--- src/pkg/sah_pkg.sv ---
// Package: register map, field layout and reset values of the address and hash registers
package sah_pkg;
  localparam int          ADDR_W          = 8;
  localparam logic [7:0]  OFS_STA_LOW     = 8'hA4;
  localparam logic [7:0]  OFS_STA_HIGH    = 8'hA8;
  localparam logic [7:0]  OFS_HASH_LOW    = 8'hAC;
  localparam logic [7:0]  OFS_HASH_HIGH   = 8'hB0;
  localparam logic [2:0]  RX_STOPPED      = 3'h0;
  localparam logic [47:0] STA_RESET       = 48'h000000000000;
  localparam logic [31:0] HASH_RESET      = 32'h00000000;
  localparam logic [15:0] RSVD_ZERO       = 16'h0000;
  localparam logic [1:0]  RESP_OKAY       = 2'h0;
  localparam logic [1:0]  RESP_SLVERR     = 2'h2;
  typedef enum {SEL_NONE, SEL_STA_LOW, SEL_STA_HIGH, SEL_HASH_LOW, SEL_HASH_HIGH} sah_sel_t;
endpackage

--- src/pkg/sah_reg_if.sv ---
// Interface: register access strobes between the bus slave and the register bank
`timescale 1ns/100ps
interface sah_reg_if;
  logic        wr_en;
  logic [7:0]  wr_addr;
  logic [31:0] wr_data;
  logic [3:0]  wr_strb;
  logic        wr_ok;
  logic        rd_en;
  logic [7:0]  rd_addr;
  logic [31:0] rd_data;
  logic        rd_ok;
  modport slave (output wr_en, wr_addr, wr_data, wr_strb, rd_en, rd_addr, input wr_ok, rd_data, rd_ok);
  modport bank  (input wr_en, wr_addr, wr_data, wr_strb, rd_en, rd_addr, output wr_ok, rd_data, rd_ok);
endinterface // sah_reg_if

--- src/verilog/sah_axil_slave.sv ---
// AXI4-Lite slave turning bus transfers into single-cycle register strobes
`timescale 1ns/100ps
module sah_axil_slave (
  input  wire logic        clk,
  input  wire logic        reset,
  input  wire logic [7:0]  awaddr,
  input  wire logic        awvalid,
  output logic             awready,
  input  wire logic [31:0] wdata,
  input  wire logic [3:0]  wstrb,
  input  wire logic        wvalid,
  output logic             wready,
  output logic [1:0]       bresp,
  output logic             bvalid,
  input  wire logic        bready,
  input  wire logic [7:0]  araddr,
  input  wire logic        arvalid,
  output logic             arready,
  output logic [31:0]      rdata,
  output logic [1:0]       rresp,
  output logic             rvalid,
  input  wire logic        rready,
  sah_reg_if.slave         regs
);
  logic        aw_hold_r, aw_hold_nxt, w_hold_r, w_hold_nxt, ar_hold_r, ar_hold_nxt;
  logic [7:0]  awaddr_r, awaddr_nxt, araddr_r, araddr_nxt;
  logic [31:0] wdata_r, wdata_nxt, rdata_r, rdata_nxt;
  logic [3:0]  wstrb_r, wstrb_nxt;
  logic        bvalid_r, bvalid_nxt, rvalid_r, rvalid_nxt;
  logic [1:0]  bresp_r, bresp_nxt, rresp_r, rresp_nxt;
  logic        awready_r, awready_nxt, wready_r, wready_nxt, arready_r, arready_nxt;
  logic        fire_wr, fire_rd;

  ////////////////////////////////////////////////////////////////////////////
  // Address and data latch independently; one write and one read in flight
  assign fire_wr = aw_hold_r && w_hold_r && !bvalid_r;
  assign fire_rd = ar_hold_r && !rvalid_r;

  always_comb begin
    aw_hold_nxt = aw_hold_r;
    w_hold_nxt  = w_hold_r;
    ar_hold_nxt = ar_hold_r;
    awaddr_nxt  = awaddr_r;
    wdata_nxt   = wdata_r;
    wstrb_nxt   = wstrb_r;
    araddr_nxt  = araddr_r;
    bvalid_nxt  = bvalid_r;
    bresp_nxt   = bresp_r;
    rvalid_nxt  = rvalid_r;
    rresp_nxt   = rresp_r;
    rdata_nxt   = rdata_r;
    if (awvalid && awready_r) begin
      aw_hold_nxt = 1'b1;
      awaddr_nxt  = awaddr;
    end
    if (wvalid && wready_r) begin
      w_hold_nxt = 1'b1;
      wdata_nxt  = wdata;
      wstrb_nxt  = wstrb;
    end
    if (arvalid && arready_r) begin
      ar_hold_nxt = 1'b1;
      araddr_nxt  = araddr;
    end
    if (bvalid_r && bready) begin
      bvalid_nxt = 1'b0;
    end
    if (rvalid_r && rready) begin
      rvalid_nxt = 1'b0;
    end
    if (fire_wr) begin
      aw_hold_nxt = 1'b0;
      w_hold_nxt  = 1'b0;
      bvalid_nxt  = 1'b1;
      bresp_nxt   = regs.wr_ok ? sah_pkg::RESP_OKAY : sah_pkg::RESP_SLVERR;
    end
    if (fire_rd) begin
      ar_hold_nxt = 1'b0;
      rvalid_nxt  = 1'b1;
      rdata_nxt   = regs.rd_data;
      rresp_nxt   = regs.rd_ok ? sah_pkg::RESP_OKAY : sah_pkg::RESP_SLVERR;
    end
    // Ready drops while a latched item or an answer is pending
    awready_nxt = !aw_hold_nxt && !bvalid_nxt;
    wready_nxt  = !w_hold_nxt && !bvalid_nxt;
    arready_nxt = !ar_hold_nxt && !rvalid_nxt;
  end

  always_ff @(posedge clk) begin
    if (reset) begin
      aw_hold_r <= 1'b0;
      w_hold_r  <= 1'b0;
      ar_hold_r <= 1'b0;
      awaddr_r  <= 8'h00;
      wdata_r   <= 32'h00000000;
      wstrb_r   <= 4'h0;
      araddr_r  <= 8'h00;
      bvalid_r  <= 1'b0;
      bresp_r   <= 2'h0;
      rvalid_r  <= 1'b0;
      rresp_r   <= 2'h0;
      rdata_r   <= 32'h00000000;
      awready_r <= 1'b0;
      wready_r  <= 1'b0;
      arready_r <= 1'b0;
    end else begin
      aw_hold_r <= aw_hold_nxt;
      w_hold_r  <= w_hold_nxt;
      ar_hold_r <= ar_hold_nxt;
      awaddr_r  <= awaddr_nxt;
      wdata_r   <= wdata_nxt;
      wstrb_r   <= wstrb_nxt;
      araddr_r  <= araddr_nxt;
      bvalid_r  <= bvalid_nxt;
      bresp_r   <= bresp_nxt;
      rvalid_r  <= rvalid_nxt;
      rresp_r   <= rresp_nxt;
      rdata_r   <= rdata_nxt;
      awready_r <= awready_nxt;
      wready_r  <= wready_nxt;
      arready_r <= arready_nxt;
    end
  end

  assign regs.wr_en   = fire_wr;
  assign regs.wr_addr = awaddr_r;
  assign regs.wr_data = wdata_r;
  assign regs.wr_strb = wstrb_r;
  assign regs.rd_en   = fire_rd;
  assign regs.rd_addr = araddr_r;
  assign awready      = awready_r;
  assign wready       = wready_r;
  assign arready      = arready_r;
  assign bvalid       = bvalid_r;
  assign bresp        = bresp_r;
  assign rvalid       = rvalid_r;
  assign rresp        = rresp_r;
  assign rdata        = rdata_r;
endmodule // sah_axil_slave

--- src/verilog/sah_regs.sv ---
// Station address and multicast hash register bank behind an AXI4-Lite port
// How it works
// - Station byte zero sits in bits 7..0 of the low station register and is read/write.
// - The high station register holds byte five in bits 15..8 and byte four in bits 7..0, upper bits reserved.
// - After reset the station bytes are zero (STA_RESET); the EEPROM contents are loaded only when eeprom_load is asserted.
// - Both station registers always read back, but writes take effect only while the receive state is 000.
// - The first octet on the wire is the lowest byte of the low register, later octets climb the byte lanes.
// - The low hash register holds hash bits 31..0 byte by byte, read/write, reset to zero.
// - The high hash register holds hash bits 63..56 in its top byte, read/write, reset to zero.
// - The low station register sits at a4h with bytes three, two and one in bits 31..8, loaded from EEPROM.
`timescale 1ns/100ps
module sah_regs #(
  parameter int ADDR_W = sah_pkg::ADDR_W
) (
  input  wire logic              clk,
  input  wire logic              reset,
  input  wire logic [ADDR_W-1:0] s_axi_awaddr,
  input  wire logic              s_axi_awvalid,
  output logic                   s_axi_awready,
  input  wire logic [31:0]       s_axi_wdata,
  input  wire logic [3:0]        s_axi_wstrb,
  input  wire logic              s_axi_wvalid,
  output logic                   s_axi_wready,
  output logic [1:0]             s_axi_bresp,
  output logic                   s_axi_bvalid,
  input  wire logic              s_axi_bready,
  input  wire logic [ADDR_W-1:0] s_axi_araddr,
  input  wire logic              s_axi_arvalid,
  output logic                   s_axi_arready,
  output logic [31:0]            s_axi_rdata,
  output logic [1:0]             s_axi_rresp,
  output logic                   s_axi_rvalid,
  input  wire logic              s_axi_rready,
  input  wire logic [2:0]        rx_state,
  input  wire logic              eeprom_load,
  input  wire logic [47:0]       eeprom_station,
  output logic [47:0]            station_addr,
  output logic [63:0]            hash_table
);
  if (ADDR_W != 8) begin : g_bad_width
    $error("sah_regs: ADDR_W must be 8");
  end

  sah_reg_if regs ();

  logic [47:0] sta_r, sta_nxt;
  logic [31:0] hash_lo_r, hash_lo_nxt, hash_hi_r, hash_hi_nxt;
  logic        stopped;
  logic [31:0] sta_hi_word;
  sah_pkg::sah_sel_t wsel, rsel;

  ////////////////////////////////////////////////////////////////////////////
  // Bus slave
  sah_axil_slave u_slave (
    .clk     (clk),
    .reset   (reset),
    .awaddr  (s_axi_awaddr),
    .awvalid (s_axi_awvalid),
    .awready (s_axi_awready),
    .wdata   (s_axi_wdata),
    .wstrb   (s_axi_wstrb),
    .wvalid  (s_axi_wvalid),
    .wready  (s_axi_wready),
    .bresp   (s_axi_bresp),
    .bvalid  (s_axi_bvalid),
    .bready  (s_axi_bready),
    .araddr  (s_axi_araddr),
    .arvalid (s_axi_arvalid),
    .arready (s_axi_arready),
    .rdata   (s_axi_rdata),
    .rresp   (s_axi_rresp),
    .rvalid  (s_axi_rvalid),
    .rready  (s_axi_rready),
    .regs    (regs)
  );

  ////////////////////////////////////////////////////////////////////////////
  // Decode, shared by read and write
  function automatic sah_pkg::sah_sel_t decode(input logic [7:0] a);
    if (a == sah_pkg::OFS_STA_LOW) begin
      decode = sah_pkg::SEL_STA_LOW;
    end else if (a == sah_pkg::OFS_STA_HIGH) begin
      decode = sah_pkg::SEL_STA_HIGH;
    end else if (a == sah_pkg::OFS_HASH_LOW) begin
      decode = sah_pkg::SEL_HASH_LOW;
    end else if (a == sah_pkg::OFS_HASH_HIGH) begin
      decode = sah_pkg::SEL_HASH_HIGH;
    end else begin
      decode = sah_pkg::SEL_NONE;
    end
  endfunction

  // Byte-lane merge under write strobes
  function automatic logic [31:0] merge(input logic [31:0] old, input logic [31:0] nw, input logic [3:0] strb);
    merge = old;
    for (int i = 0; i < 4; i++) begin
      if (strb[i]) begin
        merge[i*8 +: 8] = nw[i*8 +: 8];
      end
    end
  endfunction

  assign wsel    = decode(regs.wr_addr);
  assign rsel    = decode(regs.rd_addr);
  assign stopped = (rx_state == sah_pkg::RX_STOPPED);
  // Reserved lanes start from zero before the merge; only the low half is kept
  assign sta_hi_word = merge({sah_pkg::RSVD_ZERO, sta_r[47:32]}, regs.wr_data, regs.wr_strb);

  ////////////////////////////////////////////////////////////////////////////
  // Register next state
  always_comb begin
    sta_nxt     = sta_r;
    hash_lo_nxt = hash_lo_r;
    hash_hi_nxt = hash_hi_r;
    regs.wr_ok  = (wsel != sah_pkg::SEL_NONE);
    if (regs.wr_en) begin
      case (wsel)
        sah_pkg::SEL_STA_LOW: begin
          // Locked while receive runs so the filter never sees a half-written address
          if (stopped) begin
            sta_nxt[31:0] = merge(sta_r[31:0], regs.wr_data, regs.wr_strb);
          end
        end
        sah_pkg::SEL_STA_HIGH: begin
          if (stopped) begin
            sta_nxt[47:32] = sta_hi_word[15:0];
          end
        end
        sah_pkg::SEL_HASH_LOW: begin
          hash_lo_nxt = merge(hash_lo_r, regs.wr_data, regs.wr_strb);
        end
        sah_pkg::SEL_HASH_HIGH: begin
          hash_hi_nxt = merge(hash_hi_r, regs.wr_data, regs.wr_strb);
        end
        default: begin
        end
      endcase
    end
    // EEPROM recall wins over a software write in the same cycle
    if (eeprom_load) begin
      sta_nxt = eeprom_station;
    end
  end

  always_ff @(posedge clk) begin
    if (reset) begin
      sta_r     <= sah_pkg::STA_RESET;
      hash_lo_r <= sah_pkg::HASH_RESET;
      hash_hi_r <= sah_pkg::HASH_RESET;
    end else begin
      sta_r     <= sta_nxt;
      hash_lo_r <= hash_lo_nxt;
      hash_hi_r <= hash_hi_nxt;
    end
  end

  ////////////////////////////////////////////////////////////////////////////
  // Read mux; station registers readable in every receive state
  always_comb begin
    regs.rd_ok   = (rsel != sah_pkg::SEL_NONE);
    regs.rd_data = 32'h00000000;
    case (rsel)
      sah_pkg::SEL_STA_LOW:   regs.rd_data = sta_r[31:0];
      sah_pkg::SEL_STA_HIGH:  regs.rd_data = {sah_pkg::RSVD_ZERO, sta_r[47:32]};
      sah_pkg::SEL_HASH_LOW:  regs.rd_data = hash_lo_r;
      sah_pkg::SEL_HASH_HIGH: regs.rd_data = hash_hi_r;
      default: begin
      end
    endcase
  end

  assign station_addr = sta_r;
  assign hash_table   = {hash_hi_r, hash_lo_r};
endmodule // sah_regs

--- config.mk ---
export PLATFORM = sky130hd
export DESIGN_NAME = sah_regs
export DESIGN_NICKNAME = d
export VERILOG_FILES = /design/src/pkg/sah_pkg.sv /design/src/pkg/sah_reg_if.sv /design/src/verilog/sah_axil_slave.sv /design/src/verilog/sah_regs.sv
export SDC_FILE = /design/constraint.sdc
export NUM_CORES = 1
export LEC_CHECK = 0
export ABC_AREA = 0
export BUFFER_PORTS_ARGS = -buffer_cell sky130_fd_sc_hd__buf_2
export CAP_MARGIN = 25
export CORE_UTILIZATION = 52
export CTS_CLUSTER_DIAMETER = 80
export DETAILED_ROUTE_END_ITERATION = 7
export PLACE_DENSITY_LB_ADDON = 0.1
export RECOVER_POWER = 100
export SLEW_MARGIN = 30
export SYNTH_ARGS = -nofsm -noshare
export SYNTH_HDL_FRONTEND = slang
export SYNTH_HIERARCHICAL = 1
export SYNTH_SLANG_ARGS = --single-unit
--- constraint.sdc ---
create_clock -name clk -period 2.6 [get_ports clk]
set_input_delay 0.13 -clock clk [delete_from_list [all_inputs] [get_ports clk]]
set_output_delay 0.13 -clock clk [all_outputs]
set_load 0.02 [all_outputs]
== After elaboration in Yosys (flattened, before gate mapping) ==
Index checks and enable logic that the tools add are counted.

* Output and inout bits: 153
* Input port bits: 111
* Register bits after elaboration: 208

* Reduce and logical (&&, ||, !) cells: 43
* Mux-type cells: 31
* Eq/ne operators: 16

{| class="wikitable"
|+ Operators by type and width
! kind !! count
|-
| $eq 32x2->1 const B || 4
|-
| $pmux 32 s4 || 1
|-
| $mux 48 || 2
|-
| $eq 32x1->1 const B || 2
|-
| $eq 32x3->1 const B || 2
|-
| $eq 8x8->1 const B || 8
|-
| $mux 32 || 2
|-
| $reduce_bool 32->1 || 2
|-
| $mux 16 || 2
|-
| $mux 8 || 4
|-
| $mux 3 || 8
|-
| $reduce_and 3->1 || 8
|-
| $reduce_and 4->1 || 6
|-
| $reduce_bool 2->1 || 8
|-
| $logic_and 1x1->1 || 11
|-
| $mux 1 || 10
|-
| $logic_not 1->1 || 7
|-
| $mux 2 || 2
|-
| $logic_not 3->1 || 1
|}

== Depth between registers and ports, before layout ==
Gate-level depths: netlist of the first run.

* Depth after elaboration: 9
* Gate-level depth with buffers: 9

== Modules after synthesis ==
Netlist of the first run, hierarchy kept.

{| class="wikitable"
|+ By module, submodules not included
! module !! instances !! area each (um^2) !! cells an instance
|-
| sah_regs || 1 || 5700.5 || 634
|-
| sah_axil_slave || 1 || 3279.4 || 405
|}

== Least setup slack after synthesis of the first run ==
No wires, ideal clock.

* Kind: flip-flop to flip-flop
* Start point: register u_slave.bvalid_r, in the netlist u_slave/bvalid
* End point: register sta_r[35], in the netlist station_addr[35]
* Buffers on the path: 3
* Data required time: 2520 ps
* Setup slack: 285 ps
* Arrival time: 2235 ps
* Stages on the path, launching flop included: 9
* Cell sequence: dfxtp_1 -> and3b_1 -> clkbuf_2 -> or4b_1 -> buf_4 -> o41ai_4 -> buf_6 -> nor2_1 -> a211oi_2

* Longest elaborated chain between the ends: 4

{| class="wikitable"
|+ Ends and longest elaborated chain
! element !! line !! text
|-
| start: declaration || sah_axil_slave.sv:29 || <nowiki>logic bvalid_r, bvalid_nxt, rvalid_r, rvalid_nxt;</nowiki>
|-
| start signal: assignment || sah_axil_slave.sv:114 || <nowiki>bvalid_r <= bvalid_nxt;</nowiki>
|-
| $logic_not 1->1 || sah_axil_slave.sv:36 || <nowiki>assign fire_wr = aw_hold_r && w_hold_r && !bvalid_r;</nowiki>
|-
| $logic_and 1x1->1 || sah_axil_slave.sv:36 ||
|-
| net regs.wr_en || sah_reg_if.sv:4 || <nowiki>logic wr_en;</nowiki>
|-
| $reduce_bool 2->1 (no source line) || -- ||
|-
| $reduce_and 4->1 (no source line) || -- ||
|-
| end signal: assignment || sah_regs.sv:147 || <nowiki>sta_r <= sah_pkg::STA_RESET;</nowiki>
|-
| end signal: assignment || sah_regs.sv:151 || <nowiki>sta_r <= sta_nxt;</nowiki>
|-
| end: declaration || sah_regs.sv:46 || <nowiki>logic [47:0] sta_r, sta_nxt;</nowiki>
|}

The timed path passes the listed nets, and every way through them passes these cells.
A chain may end at the register's enable or synchronous reset.

== Worst setup path in the final report of the first run ==
* Start point: register u_slave.w_hold_r
* End point: register sta_r[36], in the netlist station_addr[36]

* Longest elaborated chain between the ends: 4

{| class="wikitable"
|+ Ends and longest elaborated chain
! element !! line !! text
|-
| start: declaration || sah_axil_slave.sv:25 || <nowiki>logic aw_hold_r, aw_hold_nxt, w_hold_r, w_hold_nxt, ar_hold_r, ar_hold_nxt;</nowiki>
|-
| start signal: assignment || sah_axil_slave.sv:108 || <nowiki>w_hold_r <= w_hold_nxt;</nowiki>
|-
| $logic_and 1x1->1 (2 in series) || sah_axil_slave.sv:36 ||
|-
| net regs.wr_en || sah_reg_if.sv:4 ||
|-
| $reduce_bool 2->1 (no source line) || -- ||
|-
| $reduce_and 4->1 (no source line) || -- ||
|}

The timed path passes the listed nets, and every way through them passes these cells.

==> results of run 1 <==
[flip-flops by register name, indices dropped and copies added, names as in the netlist, 4 cells and up]
signal	flops
u_slave/regs.wr_data	32
u_slave/rdata	32
u_slave/regs.wr_addr	8
hash_hi_r	32
station_addr	48
hash_lo_r	32
u_slave/regs.rd_addr	8
u_slave/regs.wr_strb	4
[repair_timing]
item                      4_1_cts  5_1_grt
hold buffers                   79        1
resized for setup               0        0
hold endpoints to repair       82        1
[cells by family after synthesis]
group | after synthesis
muxes | 102
xor gates and xnor gates | 1
buffers and inverters | 89
AOI/OAI and AO/OA | 226
other | 1
and+or+nand+nor | 414
DFF | 206
[worst max-delay path, stage by stage (launching register included)]
cell,delay (ns)
dfxtp_1,0.37
and3b_1,0.19
or4b_1,0.60
clkbuf_2,0.24
o41ai_1,0.34
buf_4,0.27
nor2_1,0.06
a211oi_1,0.20
[layer usage]
metal / global-route usage [%] / vias up
met5: 0 / -
met4: 9.659 / 0
met3: 4.072 / 56
met2: 45.66 / 345
met1: 42.60 / 4019
li1: - / 4186
[placed cells by master (no fill, tap or decap), types with 20 or more instances in the layout]
cell type      instances
clkbuf_16             23
a211oi_1              35
clkbuf_1             160
nor2b_1               20
dlygate4sd3_1         80
buf_4                 20
nor2_1               162
buf_2                109
a2bb2oi_1             20
a21oi_1              138
mux2i_1               86
dfxtp_1              205
nand2_1              178
[cell type report]
| type | instances | area share (%) |
|---|---|---|
| clock buffers | 39 | 6.259 |
| clock inverters | 1 | 0.07555 |
| inverters | 9 | 0.2914 |
| multi-input cells | 745 | 37.32 |
| flip-flops and latches | 206 | 35.58 |
| well taps | 220 | 2.374 |
| repair buffers | 367 | 18.10 |
[path summary, 6_finish.rpt]
kind | startpoint | end | slack (ns) | depth (start not counted)
setup / recovery | u_slave/w_hold_r$_SDFF_PP0_ | station_addr[36]$_SDFFE_PP0P_ | 0.22 | 7
hold / removal | eeprom_station[21] | station_addr[21]$_SDFFE_PP0P_ | 0.006 | 3
setup reg to reg | u_slave/w_hold_r$_SDFF_PP0_ | station_addr[36]$_SDFFE_PP0P_ | 0.22 | 7
hold reg to reg | u_slave/rdata[17]$_SDFFE_PP0P_ | u_slave/rdata[17]$_SDFFE_PP0P_ | 0.45 | 2
[metrics by stage]
step | utilization, % | cell area (sq um) | instances
after floorplan | - | 8984 | 1040
after global placement | 62.02 | 10360 | 1467
after detailed placement | 62.02 | 10360 | 1467
after CTS | 71.16 | 11880 | 1586
after global routing | 69.42 | 11590 | 1587
final | 69.42 | 11590 | 1587
[power groups by stage]
stage | Sequential [uW] | Combinational (uW) | Clock, uW
2_1_floorplan | 3450 | 391 | 0
6_report | 3360 | 750 | 3120
3_5_place_dp | 3420 | 672 | 0
4_1_cts | 3350 | 766 | 3170
3_3_place_gp | 3420 | 668 | 0
5_1_grt | 3370 | 813 | 3300
==> metrics.md, run 1 <==
| Metric | Value |
|---|---|
| Status | `completed` |
| Synth cell types | `43` |
| Routed vias | `8606` |
| Post-place setup slack | `0.2829 ns` |
| Slew @ Worst Pin | `1.237 ns` |
| Worst Path Required | `2.99 ns` |
| Total Power | `7231 uW` |
| Mux contribution to synthesized area | `11.59%` |
| Post-DR wirelength/cell | `17.03 um` |
| Critical path capture point type | `register` |
| Clk buf depth | `3` |
| HP Class | `in -> reg` |
| Yosys top cell area share | `45.92%` |
| Antenna diode count | `0` |
| Register Area | `4125 sq um` |
| Leak Pwr | `0.004589 uW` |
| Crit path max fanout | `16` |
| Met2 wire len | `12080 um` |
| Vias per std cell | `5.423` |
| Fin. max-slew vios | `0` |
| Critical path class | `reg -> reg` |
| Setup TNS | `0 ns` |
| Comb power frac | `10.4%` |
| Final GP Congestion | `0.8848` |
| Post-DRT Antenna Nets | `0` |
| Post-Synth Adder-Cell Area | `0%` |
| Tmin final | `2.384 ns` |
| Slew HR | `17.54%` |
| Final-layout fill cell count | `1490` |
| Clock Latency Late Sink | `0.50 ns` |
| Total power divided by cell area | `623.7 nW/um^2` |
| Synth top area cells | `dfxtp_1 (46%), mux2i_1 (9.6%), a21oi_1 (7.7%), nand2_1 (7.4%), nor2_1 (6.8%)` |
| Met3 WL | `1834 um` |
| Post-synthesis sequential area ratio | `45.92%` |
| Internal power | `5455 uW` |
| First-pass GRT wire length | `41680 um` |
| Clock Skew | `0.009352 ns` |
| M1 WL | `12400 um` |
| HPWL Detailed | `18290 um` |
| CTS sink cnt | `206` |
| Postcts setup bufs | `0` |
| Clk root buf | `clkbuf_16` |
| CP Launch Type | `register` |
| Mapped Cells | `1039` |
| Top Layer Used | `met4` |
| Final worst slack | `0.2158 ns` |
| Area share of and/or/nand/nor cells after synthesis | `20.30%` |
| Total GRT Usage | `29.62%` |
| Post-synth top flop | `dfxtp_1` |
| Unrepaired setup endpoints after global routing | `no` |
| Final WL | `27030 um` |
| Fraction of layout cells with a size suffix above 1 | `14.12%` |
| Final nets | `1462` |
| Compound-Gate Fraction of Synth Area | `17.03%` |
| Die Wd | `133.4 um` |
| Starting Density | `53.77%` |
| Clk pin slew, worst setup/hold paths | `0.06 ns` |
| Switching share of power | `24.56%` |
| Largest family of logic cells by synthesized area | `simple AND/OR/NAND/NOR gates` |
| Drt drc | `0` |
| Largest net degree at the start of global routing | `97` |
| Ports | `264` |
| Mean post-synth cell area | `8.643 sq um` |
| Count leader, synth | `dfxtp_1` |
| Seq cells post-synth | `206` |
| Die Span Y | `133.4 um` |
| P_sw | `1776 uW` |
| Flop pwr share | `46.4%` |
| Final hold slack | `0.005827 ns` |
| Yosys warnings | `6` |
| Max cap viols | `0` |
| # setup viols final | `0` |
| Hold Violations, Final | `0` |
| Die Area | `17800 sq um` |
| Area growth syn-to-layout | `29.11%` |
| Drt pass-1 iters | `5` |
| Peak VDD IR | `0.0004462 V` |
| Area of the multi-input gates | `4327 sq um` |
| CTS tree | `done` |
| Core area | `16700 sq um` |
| Mapped Area | `8980 sq um` |
| Initial DRC Count | `673` |
| Tcrit/Tclk final | `91.70%` |
| Arr. time, crit path | `2.78 ns` |
| Port bufs | `261` |
| Clock share of power | `43.2%` |
| Antenna violations before repair | `0` |
| Synth async-reset ratio | `0%` |
| Post-synth EDFFs | `0` |
| Most frequent cells after synthesis | `dfxtp_1 (206), nand2_1 (178), nor2_1 (162)` |
| Vias in the first global route | `7729` |
| Total CTS buffers | `22` |
| Largest area contributor in the netlist | `dfxtp_1` |
| Xor-xnor portion of the synthesized cell area | `0.09753%` |
| Clock H-tree levels | `1` |
| Num rows | `47` |
| Global route overflow | `0` |
| FMAX | `419.4 MHz` |
No activity file was read; power rests on OpenSTA's default activity.
==> run 2, diff against run 1 <==
--- a/config.mk
+++ b/config.mk
@@ -8,7 +8,7 @@
 export ABC_AREA = 0
 export BUFFER_PORTS_ARGS = -buffer_cell sky130_fd_sc_hd__buf_2
 export CAP_MARGIN = 25
-export CORE_UTILIZATION = 52
+export CORE_UTILIZATION = 30
 export CTS_CLUSTER_DIAMETER = 80
 export DETAILED_ROUTE_END_ITERATION = 7
 export PLACE_DENSITY_LB_ADDON = 0.1
==> metrics.md, run 2 (synthesis results as in run 1) <==
| Metric | Value |
|---|---|
| Reg2reg path depth | `5 (was 7)` |
| Final GP Congestion | `0.7853 (was 0.8848)` |
| Initial DRC Count | `462 (was 673)` |
| Num rows | `62 (was 47)` |
| Finished Cell Area | `12020 sq um (was 11590 sq um)` |
| Tmin final | `2.415 ns (was 2.384 ns)` |
| Setup TNS | `0 ns (unchanged)` |
| HPWL Detailed | `21590 um (was 18290 um)` |
| Vias in the first global route | `7994 (was 7729)` |
| Placed Cells incl. Taps | `1636 (was 1467)` |
| CTS tree | `done (unchanged)` |
| Critical path class | `reg -> reg (unchanged)` |
| Total CTS buffers | `25 (was 22)` |
| Critical path origin | `u_slave/regs.wr_addr[6]$_SDFFE_PP0P_ (was u_slave/w_hold_r$_SDFF_PP0_)` |
| Crit path largest cell delay | `1.04 ns (was 0.60 ns)` |
| Die Wd | `175.0 um (was 133.4 um)` |
| Unrepaired setup endpoints after global routing | `no (unchanged)` |
| Post-place instance area | `10630 sq um (was 10360 sq um)` |
| Antenna diode count | `0 (unchanged)` |
| Area growth syn-to-layout | `33.86% (was 29.11%)` |
| Commonest non-fill, non-tap cell in the layout | `dfxtp_1 (unchanged)` |
| HP Class | `in -> reg (unchanged)` |
| Routed vias | `8450 (was 8606)` |
| Largest net degree at the start of global routing | `142 (was 97)` |
| Crit path max fanout | `8 (was 16)` |
| # setup viols final | `0 (unchanged)` |
| Clock Skew | `0.01123 ns (was 0.009352 ns)` |
| Fin. max-slew vios | `0 (unchanged)` |
| Starting Density | `30.87% (was 53.77%)` |
| Finished Layout Cells | `1768 (was 1587)` |
| Critical path capture point type | `register (unchanged)` |
| Core area | `29090 sq um (was 16700 sq um)` |
| Crit-path cells | `nor4b_1 -> and4_1 -> buf_4 -> mux2i_1 -> nor2_1 (was and3b_1 -> or4b_1 -> clkbuf_2 -> o41ai_1 -> buf_4 -> nor2_1 -> a211oi_1)` |
| Total power divided by cell area | `634.0 nW/um^2 (was 623.7 nW/um^2)` |
| Area of the multi-input gates | `4329 sq um (was 4327 sq um)` |
| Commonest non-fill, non-tap cells in the layout | `dfxtp_1 (206), nand2_1 (178), nor2_1 (162), clkbuf_1 (159), a21oi_1 (138) (was dfxtp_1 (205), nand2_1 (178), nor2_1 (162), clkbuf_1 (160), a21oi_1 (138))` |
| FF-to-FF setup slack | `0.19 ns (was 0.22 ns)` |
| Final WL | `31170 um (was 27030 um)` |
| Final hold slack | `0.01939 ns (was 0.005827 ns)` |
| Post-DRT Antenna Nets | `0 (unchanged)` |
| First-pass GRT wire length | `46990 um (was 41680 um)` |
| Critical path endpoint | `hash_lo_r[9]$_SDFFE_PP0P_ (was station_addr[36]$_SDFFE_PP0P_)` |
| Postcts setup bufs | `0 (unchanged)` |
| Drt drc | `0 (unchanged)` |
| Clk root buf | `clkbuf_16 (unchanged)` |
| Arr. time, crit path | `2.77 ns (was 2.78 ns)` |
| Status | `completed (unchanged)` |
| Clk pin slew, worst setup/hold paths | `0.06 ns (about the same)` |
| Fraction of layout cells with a size suffix above 1 | `14.74% (was 14.12%)` |
| Global route overflow | `0 (unchanged)` |
| Worst Path Required | `2.96 ns (was 2.99 ns)` |
| Drt pass-1 iters | `5 (unchanged)` |
| Die Area | `30630 sq um (was 17800 sq um)` |
| Final nets | `1480 (was 1462)` |
| Final-layout fill cell count | `3062 (was 1490)` |
| Worst reg2reg path endpoint | `hash_lo_r[9]$_SDFFE_PP0P_ (was station_addr[36]$_SDFFE_PP0P_)` |
| Slew HR | `17.60% (was 17.54%)` |
| Die Span Y | `175.0 um (was 133.4 um)` |
| FF-to-FF Start | `u_slave/regs.wr_addr[6]$_SDFFE_PP0P_ (was u_slave/w_hold_r$_SDFF_PP0_)` |
| Peak VDD IR | `0.0003986 V (was 0.0004462 V)` |
| Register Area | `4124 sq um (was 4125 sq um)` |
| Max reg flops | `48 (unchanged)` |
| Leak Pwr | `0.004686 uW (was 0.004589 uW)` |
| Clock Latency Late Sink | `0.51 ns (was 0.50 ns)` |
| Antenna violations before repair | `0 (unchanged)` |
| Post-DR wirelength/cell | `17.63 um (was 17.03 um)` |
| Total GRT Usage | `19.75% (was 29.62%)` |
| Port bufs | `261 (unchanged)` |
| FMAX | `414.1 MHz (was 419.4 MHz)` |
| CTS sink cnt | `206 (unchanged)` |
| Vias per std cell | `4.779 (was 5.423)` |
| Slowest cell on crit path | `nor4b_1 (was or4b_1)` |
| Ports | `264 (unchanged)` |
| Hold Violations, Final | `0 (unchanged)` |
| Slew @ Worst Pin | `1.219 ns (was 1.237 ns)` |
| Clock H-tree levels | `1 (unchanged)` |
| Clk buf depth | `3 (unchanged)` |
| CP Launch Type | `register (unchanged)` |
| Tcrit/Tclk final | `92.87% (was 91.70%)` |
| Max cap viols | `0 (unchanged)` |
## run 2: per-stage QoR
step / worst slack [ns] / util [%] / power (uW)
6_report: 0.1854 / 41.32 / 7621
5_1_grt: 0.04010 / 41.32 / 7927
4_1_cts: 0.2136 / 42.43 / 7732
3_5_place_dp: 0.2239 / 36.53 / 4130
3_3_place_gp: 0.3006 / 36.53 / 4130
2_1_floorplan: 0.2853 / - / 3844
## run 2: worst min path at each step
stage	from	to	slack, ns	cells after the start
global route	eeprom_station[7]	station_addr[7]$_SDFFE_PP0P_	0.03	3
global placement	s_axi_wdata[5]	u_slave/regs.wr_data[5]$_SDFFE_PP0P_	0.38	3
detailed placement	s_axi_wdata[8]	u_slave/regs.wr_data[8]$_SDFFE_PP0P_	0.38	3
finish	eeprom_station[41]	station_addr[41]$_SDFFE_PP0P_	0.02	3
CTS	eeprom_station[46]	station_addr[46]$_SDFFE_PP0P_	0.001	3
floorplan	reset	u_slave/arready$_SDFF_PP0_	0.21	1
## run 2: final cells by class
cell class	count	area share, %
Sequential cell	206	34.31
Clock buffer	37	6.162
Inverter	9	0.3227
Clock inverter	5	0.6245
Multi-Input combinational cell	745	36.02
Tap cell	384	3.997
Timing Repair Buffer	382	18.57
## run 2: layer usage
| metal | up-vias | global-route usage (%) | wire, um |
|---|---|---|---|
| li1 | 4225 | - | - |
| met1 | 3955 | 28.69 | 15480 |
| met2 | 245 | 31.22 | 13790 |
| met3 | 25 | 2.502 | 1500 |
| met4 | 0 | 3.768 | 400 |
| met5 | - | 0 | 0 |
## run 2: timing repair
| item | 4_1_cts | 5_1_grt |
|---|---|---|
| hold buffers | 90 | 0 |
| gates resized for setup | 0 | 0 |
| hold endpoints to repair | 95 | 0 |
## run 2: power breakdown
part	switching [uW]	leakage [uW]	internal (uW)	total, uW
combinational	436	0.00261	330	765
clock	1340	0.000404	2150	3490
sequential	112	0.00168	3260	3370
## run 2: worst max-delay path: cells and delay by family, from the launching register on
kind                   cells  cell delay, ns
and+or+nand+nor            3            1.48
DFF                        1            0.33
buffers and inverters      1            0.23
muxes                      1            0.22
==> run 3, diff against run 2 <==
--- a/config.mk
+++ b/config.mk
@@ -11,6 +11,8 @@
 export CORE_UTILIZATION = 30
 export CTS_CLUSTER_DIAMETER = 80
 export DETAILED_ROUTE_END_ITERATION = 7
+export GPL_ROUTABILITY_DRIVEN = 0
+export MAX_ROUTING_LAYER = met4
 export PLACE_DENSITY_LB_ADDON = 0.1
 export RECOVER_POWER = 100
 export SLEW_MARGIN = 30
==> metrics.md, run 3 (synthesis results as in run 1) <==
| Metric | Value |
|---|---|
| Slew @ Worst Pin | `1.208 ns (was 1.219 ns)` |
| Hold Path Origin | `eeprom_station[46] (was eeprom_station[41])` |
| Final worst slack | `0.1790 ns (was 0.1854 ns)` |
| Antenna violations before repair | `0 (unchanged)` |
| Tmin final | `2.421 ns (was 2.415 ns)` |
| Antenna diode count | `0 (unchanged)` |
| Clk pin slew, worst setup/hold paths | `0.06 ns (about the same)` |
| Clk buf depth | `3 (unchanged)` |
| HPWL Detailed | `21590 um (unchanged)` |
| Clock Skew | `0.01187 ns (was 0.01123 ns)` |
| Drt pass-1 iters | `4 (was 5)` |
| Clock H-tree levels | `1 (unchanged)` |
| Port bufs | `261 (unchanged)` |
| Die Span Y | `175.0 um (unchanged)` |
| Largest net degree at the start of global routing | `142 (unchanged)` |
| HP Class | `in -> reg (unchanged)` |
| Initial DRC Count | `428 (was 462)` |
| Resize count post-CTS | `0 (unchanged)` |
| Vias in the first global route | `7996 (was 7994)` |
| Failing checks | `negative hold slack` |
| Total CTS buffers | `25 (unchanged)` |
| Leak Pwr | `0.004703 uW (was 0.004686 uW)` |
| Hold Path Sink | `station_addr[46]$_SDFFE_PP0P_ (was station_addr[41]$_SDFFE_PP0P_)` |
| Global route overflow | `0 (unchanged)` |
| Clock Latency Late Sink | `0.51 ns (about the same)` |
| Post-place instance area | `10630 sq um (unchanged)` |
| Total GRT Usage | `20.34% (was 19.75%)` |
| Critical path class | `reg -> reg (unchanged)` |
| Setup TNS | `0 ns (unchanged)` |
| Worst reg2reg path endpoint | `hash_lo_r[9]$_SDFFE_PP0P_ (unchanged)` |
| Vias per std cell | `4.769 (was 4.779)` |
| Unrepaired setup endpoints after global routing | `no (unchanged)` |
| Status | `finished, violations left (was completed)` |
| Tcrit/Tclk final | `93.12% (was 92.87%)` |
| Die Area | `30630 sq um (unchanged)` |
| Max cap viols | `0 (unchanged)` |
| Final nets | `1480 (unchanged)` |
| Commonest non-fill, non-tap cells in the layout | `dfxtp_1 (206), nand2_1 (178), nor2_1 (162), clkbuf_1 (159), a21oi_1 (138) (unchanged)` |
| Final hold slack | `-0.002975 ns (was 0.01939 ns)` |
| Hold Violations, Final | `1 (was 0)` |
| Starting Density | `30.87% (unchanged)` |
| Critical path capture point type | `register (unchanged)` |
| Num rows | `62 (unchanged)` |
| Crit path max fanout | `8 (unchanged)` |
| Fraction of layout cells with a size suffix above 1 | `14.74% (unchanged)` |
| Fin. max-slew vios | `0 (unchanged)` |
| Post-DR wirelength/cell | `17.65 um (was 17.63 um)` |
| FMAX | `413.1 MHz (was 414.1 MHz)` |
| Peak VDD IR | `0.0003974 V (was 0.0003986 V)` |
| Post-DRT Antenna Nets | `0 (unchanged)` |
| Total power divided by cell area | `632.8 nW/um^2 (was 634.0 nW/um^2)` |
| Post-place setup slack | `0.2239 ns (unchanged)` |
| Worst Path Required | `2.95 ns (was 2.96 ns)` |
| Hold depth | `3 (unchanged)` |
| Critical path origin | `u_slave/regs.wr_addr[6]$_SDFFE_PP0P_ (unchanged)` |
| FF-to-FF setup slack | `0.18 ns (was 0.19 ns)` |
| CTS sink cnt | `206 (unchanged)` |
| Core area | `29090 sq um (unchanged)` |
| Die Wd | `175.0 um (unchanged)` |
| Final WL | `31200 um (was 31170 um)` |
| Drt drc | `0 (unchanged)` |
| Reg2reg path depth | `5 (unchanged)` |
| CP Launch Type | `register (unchanged)` |
| Routed vias | `8431 (was 8450)` |
| Postcts setup bufs | `0 (unchanged)` |
| Post-cts hold buffer count | `90 (unchanged)` |
| CTS tree | `done (unchanged)` |
| # setup viols final | `0 (unchanged)` |
| Area growth syn-to-layout | `34.01% (was 33.86%)` |
| Clk root buf | `clkbuf_16 (unchanged)` |
| Max reg flops | `48 (unchanged)` |
| Commonest non-fill, non-tap cell in the layout | `dfxtp_1 (unchanged)` |
| Finished Cell Area | `12030 sq um (was 12020 sq um)` |
| FF-to-FF Start | `u_slave/regs.wr_addr[6]$_SDFFE_PP0P_ (unchanged)` |
| Slew HR | `18.33% (was 17.60%)` |
| Ports | `264 (unchanged)` |
| First-pass GRT wire length | `46950 um (was 46990 um)` |
| Arr. time, crit path | `2.78 ns (was 2.77 ns)` |
## run 3: cell counts in the layout (fill, tap and decap cells not counted)
No cell type changed its count.
## run 3: worst max path at each step
stage / depth (start not counted) / slack (ns) / to
after floorplan: 8 / 0.29 / station_addr[35]$_SDFFE_PP0P_
after global placement: 7 / 0.30 / station_addr[7]$_SDFFE_PP0P_
after detailed placement: 7 / 0.22 / station_addr[42]$_SDFFE_PP0P_
after CTS: 7 / 0.21 / station_addr[42]$_SDFFE_PP0P_
after global routing: 7 / 0.02 / station_addr[15]$_SDFFE_PP0P_
final: 5 / 0.18 / hash_lo_r[9]$_SDFFE_PP0P_
## run 3: final cells by class
class                   count  area, sq um
clock buffers              37        740.7
flip-flops and latches    206         4124
fillers                  3062        17060
well taps                 384        480.5
inverters                   9        38.79
multi-input cells         745         4343
clock inverters             5        75.07
repair buffers            382         2232
## run 3: metrics by stage
step / util [%] / power (uW) / cells
global placement: 36.53 / 4130 / 1636
global route: 41.37 / 7927 / 1768
detailed placement: 36.53 / 4130 / 1636
CTS: 42.43 / 7732 / 1768
floorplan: - / 3844 / 1040
finish: 41.37 / 7616 / 1768
## run 3: power by group
part / switching (uW) / leakage (uW) / internal, uW
sequential: 111 / 0.00168 / 3260
combinational: 436 / 0.00262 / 330
clock: 1340 / 0.000404 / 2150
total: 1880 / 0.00470 / 5730
## run 3: routing by layer
| layer | vias to the layer above | part of all wire, % | global-route usage (%) |
|---|---|---|---|
| met5 | - | 0 | - |
| met4 | 0 | 1.3 | 3.768 |
| met3 | 27 | 4.4 | 2.328 |
| met2 | 239 | 44 | 31.13 |
| met1 | 3937 | 50 | 28.85 |
| li1 | 4228 | - | - |
## run 3: worst max-delay path, cell delays in order (launching register included)
cell and delay (ns):
dfxtp_1 0.33, nor4b_1 1.03, and4_1 0.39, buf_4 0.24, mux2i_1 0.22, nor2_1 0.06
